[config.mk]
export PLATFORM = sky130hd
export DESIGN_NAME = rss_sequencer
export DESIGN_NICKNAME = d
export VERILOG_FILES = /design/src/rss_pkg.sv /design/src/rss_sync.sv /design/src/rss_timer.sv /design/src/rss_sequencer.sv
export SDC_FILE = /design/constraint.sdc
export NUM_CORES = 1
export LEC_CHECK = 0
export BUFFER_PORTS_ARGS = -buffer_cell sky130_fd_sc_hd__buf_2
export CORE_AREA = 3 3 173 175
export DETAILED_ROUTE_END_ITERATION = 6
export DIE_AREA = 0 0 176 178
export SYNTH_ARGS = -nofsm -noshare
export SYNTH_HDL_FRONTEND = slang
export SYNTH_SLANG_ARGS = --single-unit
[constraint.sdc]
create_clock -name pclk -period 10.9 [get_ports pclk]
set_clock_uncertainty 0.2 [all_clocks]
set_input_delay 2.18 -clock pclk [delete_from_list [all_inputs] [get_ports pclk]]
set_output_delay 2.18 -clock pclk [all_outputs]
set_load 0.005 [all_outputs]
[src/rss_pkg.sv]
package rss_pkg;

  localparam int TMR_W = 28;
  localparam int CLK_MHZ = 250;

  // Times as printed, in their own units.
  localparam int WAKE_US = 150;
  localparam int LIGHT_MS = 200;
  localparam int PAUSE_S = 1;
  localparam int AVG_SHORT_MS = 2;
  localparam int AVG_LONG_MS = 50;
  localparam int BOOT_NS = 2000;

  // Cycle counts derived from the clock rate.
  localparam int WAKE_CYC = WAKE_US * CLK_MHZ;
  localparam int LIGHT_CYC = LIGHT_MS * 1000 * CLK_MHZ;
  localparam int PAUSE_CYC = PAUSE_S * 1000000 * CLK_MHZ;
  localparam int AVG_SHORT_CYC = AVG_SHORT_MS * 1000 * CLK_MHZ;
  localparam int AVG_LONG_CYC = AVG_LONG_MS * 1000 * CLK_MHZ;
  localparam int BOOT_CYC = (BOOT_NS * CLK_MHZ + 999) / 1000;

  // Register map, byte addresses.
  localparam logic [7:0] CTRL_ADDR = 8'h00;
  localparam logic [7:0] STATUS_ADDR = 8'h04;
  localparam logic [7:0] CAUSE_ADDR = 8'h08;
  localparam int CTRL_AUTO_BIT = 0;
  localparam int CTRL_EXTB_BIT = 1;
  localparam int CTRL_RESTART_BIT = 2;
  localparam logic CTRL_AUTO_RST = 1'b1;
  localparam logic CTRL_EXTB_RST = 1'b0;
  localparam int STATUS_SSDONE_BIT = 3;
  localparam int STATUS_COMP_LSB = 4;
  localparam int CAUSE_W = 9;

  typedef enum logic [2:0] {
    ST_STARTUP = 3'b000,
    ST_SWITCH_CLOSED = 3'b001,
    ST_SWITCH_OPEN = 3'b011,
    ST_WAKEUP = 3'b010,
    ST_BOOT = 3'b110,
    ST_NORMAL_RUN = 3'b111,
    ST_LIGHT_RUN = 3'b101,
    ST_FAULT = 3'b100
  } rss_state_t;

  typedef struct packed {
    logic line_unplug_detected;
    logic trim_load_done;
    logic zero_current_region;
    logic feedback_copy_below_ss;
    logic feedback_below_burst_level;
    logic line_zero_cross_seen;
    logic supply_above_start_switching;
    logic supply_below_restart;
    logic bias_reg_undervoltage;
    logic bulk_overvoltage;
    logic bulk_below_stop;
    logic bulk_above_start;
    logic avg_current_fault_long;
    logic avg_current_fault_short;
    logic peak_current_fault;
    logic output_overvoltage_fault;
    logic over_temp;
  } rss_comp_t;

  localparam int COMP_W = $bits(rss_comp_t);

  typedef struct packed {
    logic supply_thresh_ext_sel;
    logic burst_adapt_on;
    logic burst_level_from_pin;
    logic ss_replaced_by_supply;
    logic pin_pulldown_on;
    logic line_cap_discharge_on;
    logic low_side_gate_out;
    logic startup_current_high;
    logic startup_switch_on;
    logic soft_start_enable;
    logic supply_clamp_enable;
    logic bias_regulator_enable;
    logic waveform_gen_enable;
  } rss_en_t;

endpackage

[src/rss_sync.sv]
`timescale 1ns/1ns
`default_nettype none
module rss_sync #(
  parameter int W = 1
) (
  input wire logic clk,
  input wire logic rst_n,
  input wire logic [W-1:0] d,
  output logic [W-1:0] q
);
  logic [W-1:0] meta_r;

  // The first stage feeds only the second one.
  always_ff @(posedge clk or negedge rst_n) begin
    if (!rst_n) begin
      meta_r <= '0;
      q <= '0;
    end else begin
      meta_r <= d;
      q <= meta_r;
    end
  end
endmodule // rss_sync
`default_nettype wire

[src/rss_timer.sv]
`timescale 1ns/1ns
`default_nettype none
module rss_timer import rss_pkg::*; (
  input wire logic clk,
  input wire logic rst_n,
  input wire logic clear,
  input wire logic run,
  input wire logic [TMR_W-1:0] limit,
  output logic expired
);
  logic [TMR_W-1:0] cnt_r;

  assign expired = (cnt_r >= limit);

  // Saturates at the limit so a held condition never wraps back to idle.
  always_ff @(posedge clk or negedge rst_n) begin
    if (!rst_n) begin
      cnt_r <= '0;
    end else if (clear) begin
      cnt_r <= '0;
    end else if (run && !expired) begin
      cnt_r <= cnt_r + TMR_W'(1);
    end
  end
endmodule // rss_timer
`default_nettype wire

[src/rss_sequencer.sv]
// How it works
// - Soft start runs from boot end to replica crossing.
// - After soft start, supply replaces ramp; pin sets burst.
// - Zero-current region pulls shared pin down in normal and light run only.
// - Burst level tracks sensed bulk voltage.
// - Reset enters startup: clamp and start switch on.
// - Switch-closed state: only start switch, high current.
// - Supply above start level opens switch, bias on.
// - Wake-up holds 150us with bias regulator only.
// - Boot charge drives low-side gate for fixed time.
// - Run enables generator, bias, soft start.
// - Light load over 200ms is a fault.
// - Fault drops all enables but line discharge and threshold select, waits 1s to restart; code keeps the swap and burst enables on for the first two fault cycles.
// - Short average overcurrent qualified for 2ms.
// - Long average overcurrent qualified for 50ms.
// - Start level threshold differs by bias mode.
// - Fault either stops or pauses then restarts.
// - Listed fault sources all enter fault; code: only in run, else over-temp and (switch-open/wake-up) bulk overvoltage.
// - Fast faults arrive pre-handled by waveform generator.
// - Wake-up needs all four bulk/bias conditions.
// - Line capacitor discharge follows unplug detection only.
//
// Implementation choices: the APB interface to the registers and the register offsets.
`timescale 1ns/1ns
`default_nettype none
module rss_sequencer import rss_pkg::*; #(
  parameter logic [TMR_W-1:0] WAKE_CYCLES = TMR_W'(WAKE_CYC),
  parameter logic [TMR_W-1:0] LIGHT_CYCLES = TMR_W'(LIGHT_CYC),
  parameter logic [TMR_W-1:0] PAUSE_CYCLES = TMR_W'(PAUSE_CYC),
  parameter logic [TMR_W-1:0] AVG_SHORT_CYCLES = TMR_W'(AVG_SHORT_CYC),
  parameter logic [TMR_W-1:0] AVG_LONG_CYCLES = TMR_W'(AVG_LONG_CYC)
) (
  input wire logic pclk,
  input wire logic presetn,
  input wire logic [7:0] paddr,
  input wire logic psel,
  input wire logic penable,
  input wire logic pwrite,
  input wire logic [31:0] pwdata,
  output logic [31:0] prdata,
  output logic pready,
  output logic pslverr,
  input wire logic [COMP_W-1:0] comp_in,
  output rss_en_t en
);

  rss_comp_t c;
  rss_state_t state_r;
  rss_state_t state_nxt;
  rss_en_t en_nxt;
  logic [COMP_W-1:0] comp_s;
  logic auto_restart_r;
  logic ext_bias_r;
  logic restart_r;
  logic ss_done_r;
  logic [CAUSE_W-1:0] cause_r;
  logic [CAUSE_W-1:0] cause_set;
  logic [TMR_W-1:0] st_limit;
  logic st_expired;
  logic short_expired;
  logic long_expired;
  logic fault_any;
  logic wake_ok;
  logic setup;
  logic wr;
  logic mapped;

  rss_sync #(.W(COMP_W)) u_sync (
    .clk(pclk),
    .rst_n(presetn),
    .d(comp_in),
    .q(comp_s)
  );

  assign c = rss_comp_t'(comp_s);

  rss_timer u_short (
    .clk(pclk),
    .rst_n(presetn),
    .clear(!c.avg_current_fault_short),
    .run(c.avg_current_fault_short),
    .limit(AVG_SHORT_CYCLES),
    .expired(short_expired)
  );

  rss_timer u_long (
    .clk(pclk),
    .rst_n(presetn),
    .clear(!c.avg_current_fault_long),
    .run(c.avg_current_fault_long),
    .limit(AVG_LONG_CYCLES),
    .expired(long_expired)
  );

  // One timer serves every timed state; a state change restarts it.
  always_comb begin
    case (state_r)
      ST_WAKEUP: st_limit = WAKE_CYCLES;
      ST_BOOT: st_limit = TMR_W'(BOOT_CYC);
      ST_LIGHT_RUN: st_limit = LIGHT_CYCLES;
      ST_FAULT: st_limit = PAUSE_CYCLES;
      default: st_limit = '1;
    endcase
  end

  rss_timer u_state (
    .clk(pclk),
    .rst_n(presetn),
    .clear(state_nxt != state_r),
    .run(1'b1),
    .limit(st_limit),
    .expired(st_expired)
  );

  // Overvoltage and peak current are already qualified upstream, so they act at once.
  assign fault_any = c.over_temp | c.bulk_overvoltage | c.bulk_below_stop |
                     c.output_overvoltage_fault | c.peak_current_fault |
                     short_expired | long_expired | c.bias_reg_undervoltage;

  assign wake_ok = c.bulk_above_start && !c.bulk_below_stop &&
                   !c.bulk_overvoltage && !c.bias_reg_undervoltage;

  always_comb begin
    state_nxt = state_r;
    case (state_r)
      ST_STARTUP: begin
        if (c.over_temp) begin
          state_nxt = ST_FAULT;
        end else if (c.trim_load_done) begin
          state_nxt = ST_SWITCH_CLOSED;
        end
      end
      ST_SWITCH_CLOSED: begin
        if (c.over_temp) begin
          state_nxt = ST_FAULT;
        end else if (c.supply_above_start_switching && !c.supply_below_restart) begin
          state_nxt = ST_SWITCH_OPEN;
        end
      end
      ST_SWITCH_OPEN: begin
        if (c.over_temp || c.bulk_overvoltage) begin
          state_nxt = ST_FAULT;
        end else if (c.supply_below_restart) begin
          state_nxt = ST_SWITCH_CLOSED;
        end else if (wake_ok) begin
          state_nxt = ST_WAKEUP;
        end
      end
      ST_WAKEUP: begin
        if (c.over_temp || c.bulk_overvoltage) begin
          state_nxt = ST_FAULT;
        end else if (c.supply_below_restart) begin
          state_nxt = ST_SWITCH_CLOSED;
        end else if (st_expired) begin
          state_nxt = ST_BOOT;
        end
      end
      ST_BOOT: begin
        if (c.over_temp) begin
          state_nxt = ST_FAULT;
        end else if (c.supply_below_restart) begin
          state_nxt = ST_SWITCH_CLOSED;
        end else if (st_expired) begin
          state_nxt = ST_NORMAL_RUN;
        end
      end
      ST_NORMAL_RUN: begin
        if (fault_any) begin
          state_nxt = ST_FAULT;
        end else if (c.supply_below_restart) begin
          state_nxt = ST_SWITCH_CLOSED;
        end else if (ss_done_r && c.feedback_below_burst_level) begin
          state_nxt = ST_LIGHT_RUN;
        end
      end
      ST_LIGHT_RUN: begin
        if (fault_any || st_expired) begin
          state_nxt = ST_FAULT;
        end else if (c.supply_below_restart) begin
          state_nxt = ST_SWITCH_CLOSED;
        end else if (!c.feedback_below_burst_level) begin
          state_nxt = ST_NORMAL_RUN;
        end
      end
      ST_FAULT: begin
        // In stop mode only a software restart leaves, and never before the pause.
        if (st_expired && (auto_restart_r || restart_r)) begin
          state_nxt = ST_SWITCH_CLOSED;
        end
      end
      default: state_nxt = ST_STARTUP;
    endcase
  end

  always_ff @(posedge pclk or negedge presetn) begin
    if (!presetn) begin
      state_r <= ST_STARTUP;
    end else begin
      state_r <= state_nxt;
    end
  end

  always_ff @(posedge pclk or negedge presetn) begin
    if (!presetn) begin
      ss_done_r <= 1'b0;
    end else if (state_r != ST_NORMAL_RUN && state_r != ST_LIGHT_RUN) begin
      ss_done_r <= 1'b0;
    end else if (c.feedback_copy_below_ss) begin
      ss_done_r <= 1'b1;
    end
  end

  // Enables follow the next state so they line up with the state register.
  always_comb begin
    en_nxt = '0;
    case (state_nxt)
      ST_STARTUP: begin
        en_nxt.supply_clamp_enable = 1'b1;
        en_nxt.startup_switch_on = 1'b1;
      end
      ST_SWITCH_CLOSED: begin
        en_nxt.startup_switch_on = 1'b1;
        en_nxt.startup_current_high = 1'b1;
      end
      ST_SWITCH_OPEN: en_nxt.bias_regulator_enable = 1'b1;
      ST_WAKEUP: en_nxt.bias_regulator_enable = 1'b1;
      ST_BOOT: begin
        en_nxt.bias_regulator_enable = 1'b1;
        en_nxt.low_side_gate_out = 1'b1;
      end
      ST_NORMAL_RUN, ST_LIGHT_RUN: begin
        en_nxt.waveform_gen_enable = 1'b1;
        en_nxt.bias_regulator_enable = 1'b1;
        en_nxt.soft_start_enable = 1'b1;
        en_nxt.pin_pulldown_on = c.zero_current_region;
      end
      ST_FAULT: en_nxt = '0;
      default: en_nxt = '0;
    endcase
    en_nxt.ss_replaced_by_supply = ss_done_r;
    en_nxt.burst_level_from_pin = ss_done_r;
    en_nxt.burst_adapt_on = ss_done_r;
    en_nxt.supply_thresh_ext_sel = ext_bias_r;
    en_nxt.line_cap_discharge_on = c.line_unplug_detected;
  end

  always_ff @(posedge pclk or negedge presetn) begin
    if (!presetn) begin
      en <= '0;
    end else begin
      en <= en_nxt;
    end
  end

  // Bus slave: zero wait states, read data captured in the setup cycle.
  assign setup = psel && !penable;
  assign wr = psel && penable && pwrite;
  assign mapped = (paddr == CTRL_ADDR) || (paddr == STATUS_ADDR) || (paddr == CAUSE_ADDR);
  assign pready = 1'b1;
  assign pslverr = psel && penable && !mapped;

  always_ff @(posedge pclk or negedge presetn) begin
    if (!presetn) begin
      auto_restart_r <= CTRL_AUTO_RST;
      ext_bias_r <= CTRL_EXTB_RST;
      restart_r <= 1'b0;
    end else begin
      restart_r <= 1'b0;
      if (wr && paddr == CTRL_ADDR) begin
        auto_restart_r <= pwdata[CTRL_AUTO_BIT];
        ext_bias_r <= pwdata[CTRL_EXTB_BIT];
        restart_r <= pwdata[CTRL_RESTART_BIT];
      end
    end
  end

  // Causes are caught on fault entry; a new cause beats a clear in the same cycle.
  always_comb begin
    cause_set = '0;
    if (state_nxt == ST_FAULT && state_r != ST_FAULT) begin
      cause_set = {st_expired && state_r == ST_LIGHT_RUN, c.bias_reg_undervoltage,
                   long_expired, short_expired, c.peak_current_fault,
                   c.output_overvoltage_fault, c.bulk_below_stop,
                   c.bulk_overvoltage, c.over_temp};
    end
  end

  always_ff @(posedge pclk or negedge presetn) begin
    if (!presetn) begin
      cause_r <= '0;
    end else if (wr && paddr == CAUSE_ADDR) begin
      cause_r <= (cause_r & ~pwdata[CAUSE_W-1:0]) | cause_set;
    end else begin
      cause_r <= cause_r | cause_set;
    end
  end

  always_ff @(posedge pclk or negedge presetn) begin
    if (!presetn) begin
      prdata <= '0;
    end else if (setup) begin
      case (paddr)
        CTRL_ADDR: prdata <= {30'h0, ext_bias_r, auto_restart_r};
        STATUS_ADDR: prdata <= {11'h0, comp_s, ss_done_r, state_r};
        CAUSE_ADDR: prdata <= {23'h0, cause_r};
        default: prdata <= '0;
      endcase
    end
  end

endmodule // rss_sequencer
`default_nettype wire

==> reports/qor.csv <==
stage,metric,value,unit
floorplanning,Die W,176,um
floorplanning,core area,28600,um2
worst_hold_path,hold endpoint,u_sync.q[12]$_DFF_PN0_,
worst_setup_path,"Max FO, Critical Path",12,
sta,RSZ-0062 raised after global routing,false,
clocking,clock-pin transition on the worst setup and hold timing paths,0.06,ns
sta,max-slew violation count,0,
placement,pre-CTS WS,5.25,ns
sta,Total Neg Setup Slack,0,ns
clocking,TritonCTS Sinks,165,
synthesis,Netlist cell types,75,
floorplanning,Initial Util,0.289,
worst_setup_path,flop-to-flop setup slack,5.86,ns
routing,Routed Antenna Nets,0,
synthesis,ys async rst share,1.00,
placement,RD Place Congestion,0.818,
global_route,global router's overall resource usage,0.117,
flow_run,max_cap viols,0,
clocking,TritonCTS Buffers,17,
synthesis,area share of the largest cell type after synthesis,0.496,
worst_setup_path,Worst R2R Path Depth,13,
floorplanning,die height,178,um
clocking,Setup Buffers After CTS,0,
worst_setup_path,nature of the critical path startpoint,primary input,
worst_hold_path,hold path depth,0,
layout,Layout Nets,939,
floorplanning,std cell rows,62,
worst_setup_path,critical path capture point type,output port,
global_route,largest net degree at the start of global routing,91,
floorplanning,IO Pins,109,
routing,WL per Instance,14.1,um
sta,Rel. slew slack,0.394,
synthesis,Synth Register Bits,165,
synthesis,Post-Syn Instances,786,
sta,Final Hold Fails,0,
routing,DR vias/cell,4.70,
floorplanning,full die area,31300,um2
clocking,hold buffer count at CTS,0,
synthesis,Synth area leaders,"dfrtp_1 (50%), xnor2_1 (5.1%), ha_1 (4.7%), and2_1 (3.7%), nand2_1 (3.2%)",
clocking,post-cts sizing count,0,
clocking,clock tree root driver cell,clkbuf_16,
sta,Tmin final,5.65,ns
run_status,status,"complete, no violations",
routing,DRC,0,
synthesis,Synth Flop Type,dfrtp_1,
sta,Setup WS post-layout,5.25,ns
synthesis,Synth Area per Inst,10.5,um2
synthesis,Post-synth EDFFs,0,
global_route,vias in the first global route,5842,
synthesis,register area share after synthesis,0.499,
power,Pleak,0.00433,uW
synthesis,Post-Syn Area,8280,um2
power,PD cells,164,nW/um2
routing,drt pass-1 iters,5,
layout,Syn-to-layout area delta,14.7,%
placement,input/output buffers,73,
layout,fraction of layout cells with a size suffix above 1,0.180,
global_route,initial antenna violation count,0,
routing,via count,5836,
worst_setup_path,FF-to-FF Start,state_r[1]$_DFF_PN0_,
clocking,H-tree levels,4,
synthesis,Syn. warnings,0,
worst_hold_path,critical hold path startpoint,u_sync.meta_r[12]$_DFF_PN0_,
power,maximum vdd ir drop,0.0998,mV
sta,Worst-Margin Slew,0.909,ns
global_route,total gr overflow,0,
synthesis,post-synth top area cell,dfrtp_1,
layout,number of diodes,0,
routing,Total Routed Length,17500,um
routing,Initial DRC Count,328,
clocking,clock insertion delay at the later pin of the skew report,0.42,ns
sta,Finish-stage setup viols,0,
placement,hpwl dp,12200,um
clocking,Longest Clk Path Bufs,2,
worst_setup_path,arrival time at the worst endpoint,3.27,ns
global_route,first-pass GRT wire length,30000,um
worst_setup_path,Worst EP required,8.52,ns
sta,fin crit share,0.518,
sta,fmax,0.177,GHz
worst_hold_path,hold crit path type,reg2reg,
worst_setup_path,WS Path Type,in2out,
worst_setup_path,reg2reg end,u_state.cnt_r[5]$_DFFE_PN0P_,
clocking,CTS tree,yes,
## layer usage
layer | wire length (um) | global-route usage | vias to the layer above
met2 | 8270 | 0.191 | 126
met1 | 8260 | 0.158 | 2835
li1 | - | - | 2855
met3 | 699 | 0.0243 | 20
met4 | 267 | 0.0340 | 0
met5 | 0 | 0 | -
## worst max-delay path, cell delays in order
cell	delay (ns)
buf_2	0.09
nor4_1	0.26
nand2_1	0.32
a21oi_1	0.24
nor2_1	0.05
buf_2	0.12
## through the flow
step                area [um2]   util  std cells  total power [uW]  hold WS, ns
finish                    9500  0.332       1243              1560        0.147
global route              9500  0.332       1243              1650        0.154
CTS                       9500  0.332       1243              1580        0.150
detailed placement        8910  0.311       1211               970        0.135
global placement          8910  0.311       1211               966        0.132
floorplan                 8320      -        796               911        0.131
## cell type report
class                           instances  area, um2
Clock inverter                         12        143
Timing Repair Buffer                   79        417
Clock buffer                           20        447
Multi-Input combinational cell        555       3780
Fill cell                            2928      19100
Tap cell                              384        480
Inverter                               28        105
Sequential cell                       165       4130
## where the power goes
group / switching, uW / internal [uW]
clock: 256 / 349
combinational: 187 / 94.2
sequential: 37.9 / 639
## synth_stat cells (5+ instances only)
cell	number
dfrtp_1	164
nand3_1	25
a32o_1	6
nand2_1	70
and3_1	15
and2_1	49
buf_4	15
nor3_1	20
xnor2_1	48
o31ai_1	11
xor2_1	12
a22oi_1	7
or3_1	8
a22o_1	13
and4_1	11
mux2_2	5
nand4_1	20
a21oi_1	24
nor2_1	45
mux2i_1	5
nor3_2	22
nor2b_1	8
ha_1	31
a211oi_1	5
clkbuf_1	23
inv_1	28
nor4_1	6
o21ai_0	17
## cells in the final DEF (no fill, tap or decap), types with 4 or more instances in the layout
master and n:
nand4_1 20, nand2_1 70, nand3_1 25, o21ai_0 17
and3_1 15, o31ai_1 11, nor4_1 6, buf_4 6
and2_1 49, nor2_1 45, and4_1 11, a211oi_1 5
nor2b_1 8, nor3_1 20, xnor2_1 48, conb_1 12
clkbuf_16 17, a32o_1 6, mux2_2 5, a22oi_1 7
a21boi_0 4, a21oi_1 24, nand2b_1 4, buf_2 72
a21o_1 4, xor2_1 12, ha_1 31, dfrtp_1 164
mux2i_1 5, a22o_1 13, nor3_2 22, or3_1 8
inv_1 28
## logic make-up after synthesis
| kind of cell | share of synthesized area |
|---|---|
| compound gates | 0.105 |
| simple gates | 0.223 |
| mux | 0.0128 |
| other cells | 0.000907 |
| xor+xnor | 0.0635 |
| fa+ha+maj | 0.0468 |
| flops | 0.499 |
| buf+inv | 0.0493 |
## flip-flops by register name, summed over array words and instances (netlist names)
register / flops
u_short.cnt_r: 28
restart_r: 1
u_state.cnt_r: 28
u_sync.q: 17
ss_done_r: 1
ext_bias_r: 1
u_sync.meta_r: 17
en: 10
u_long.cnt_r: 28
prdata: 21
auto_restart_r: 1
state_r: 3
cause_r: 9
## how the worst max path moves through the flow
stage	start	endpoint	slack, ns	cells past startpoint
global placement	paddr[5]	pslverr	5.24	6
detailed placement	paddr[5]	pslverr	5.25	6
finish	paddr[5]	pslverr	5.25	6
global route	paddr[5]	pslverr	5.14	6
CTS	paddr[5]	pslverr	5.24	6
floorplan	paddr[5]	pslverr	5.62	5
Note: power is estimated with default switching activity, not from simulation.
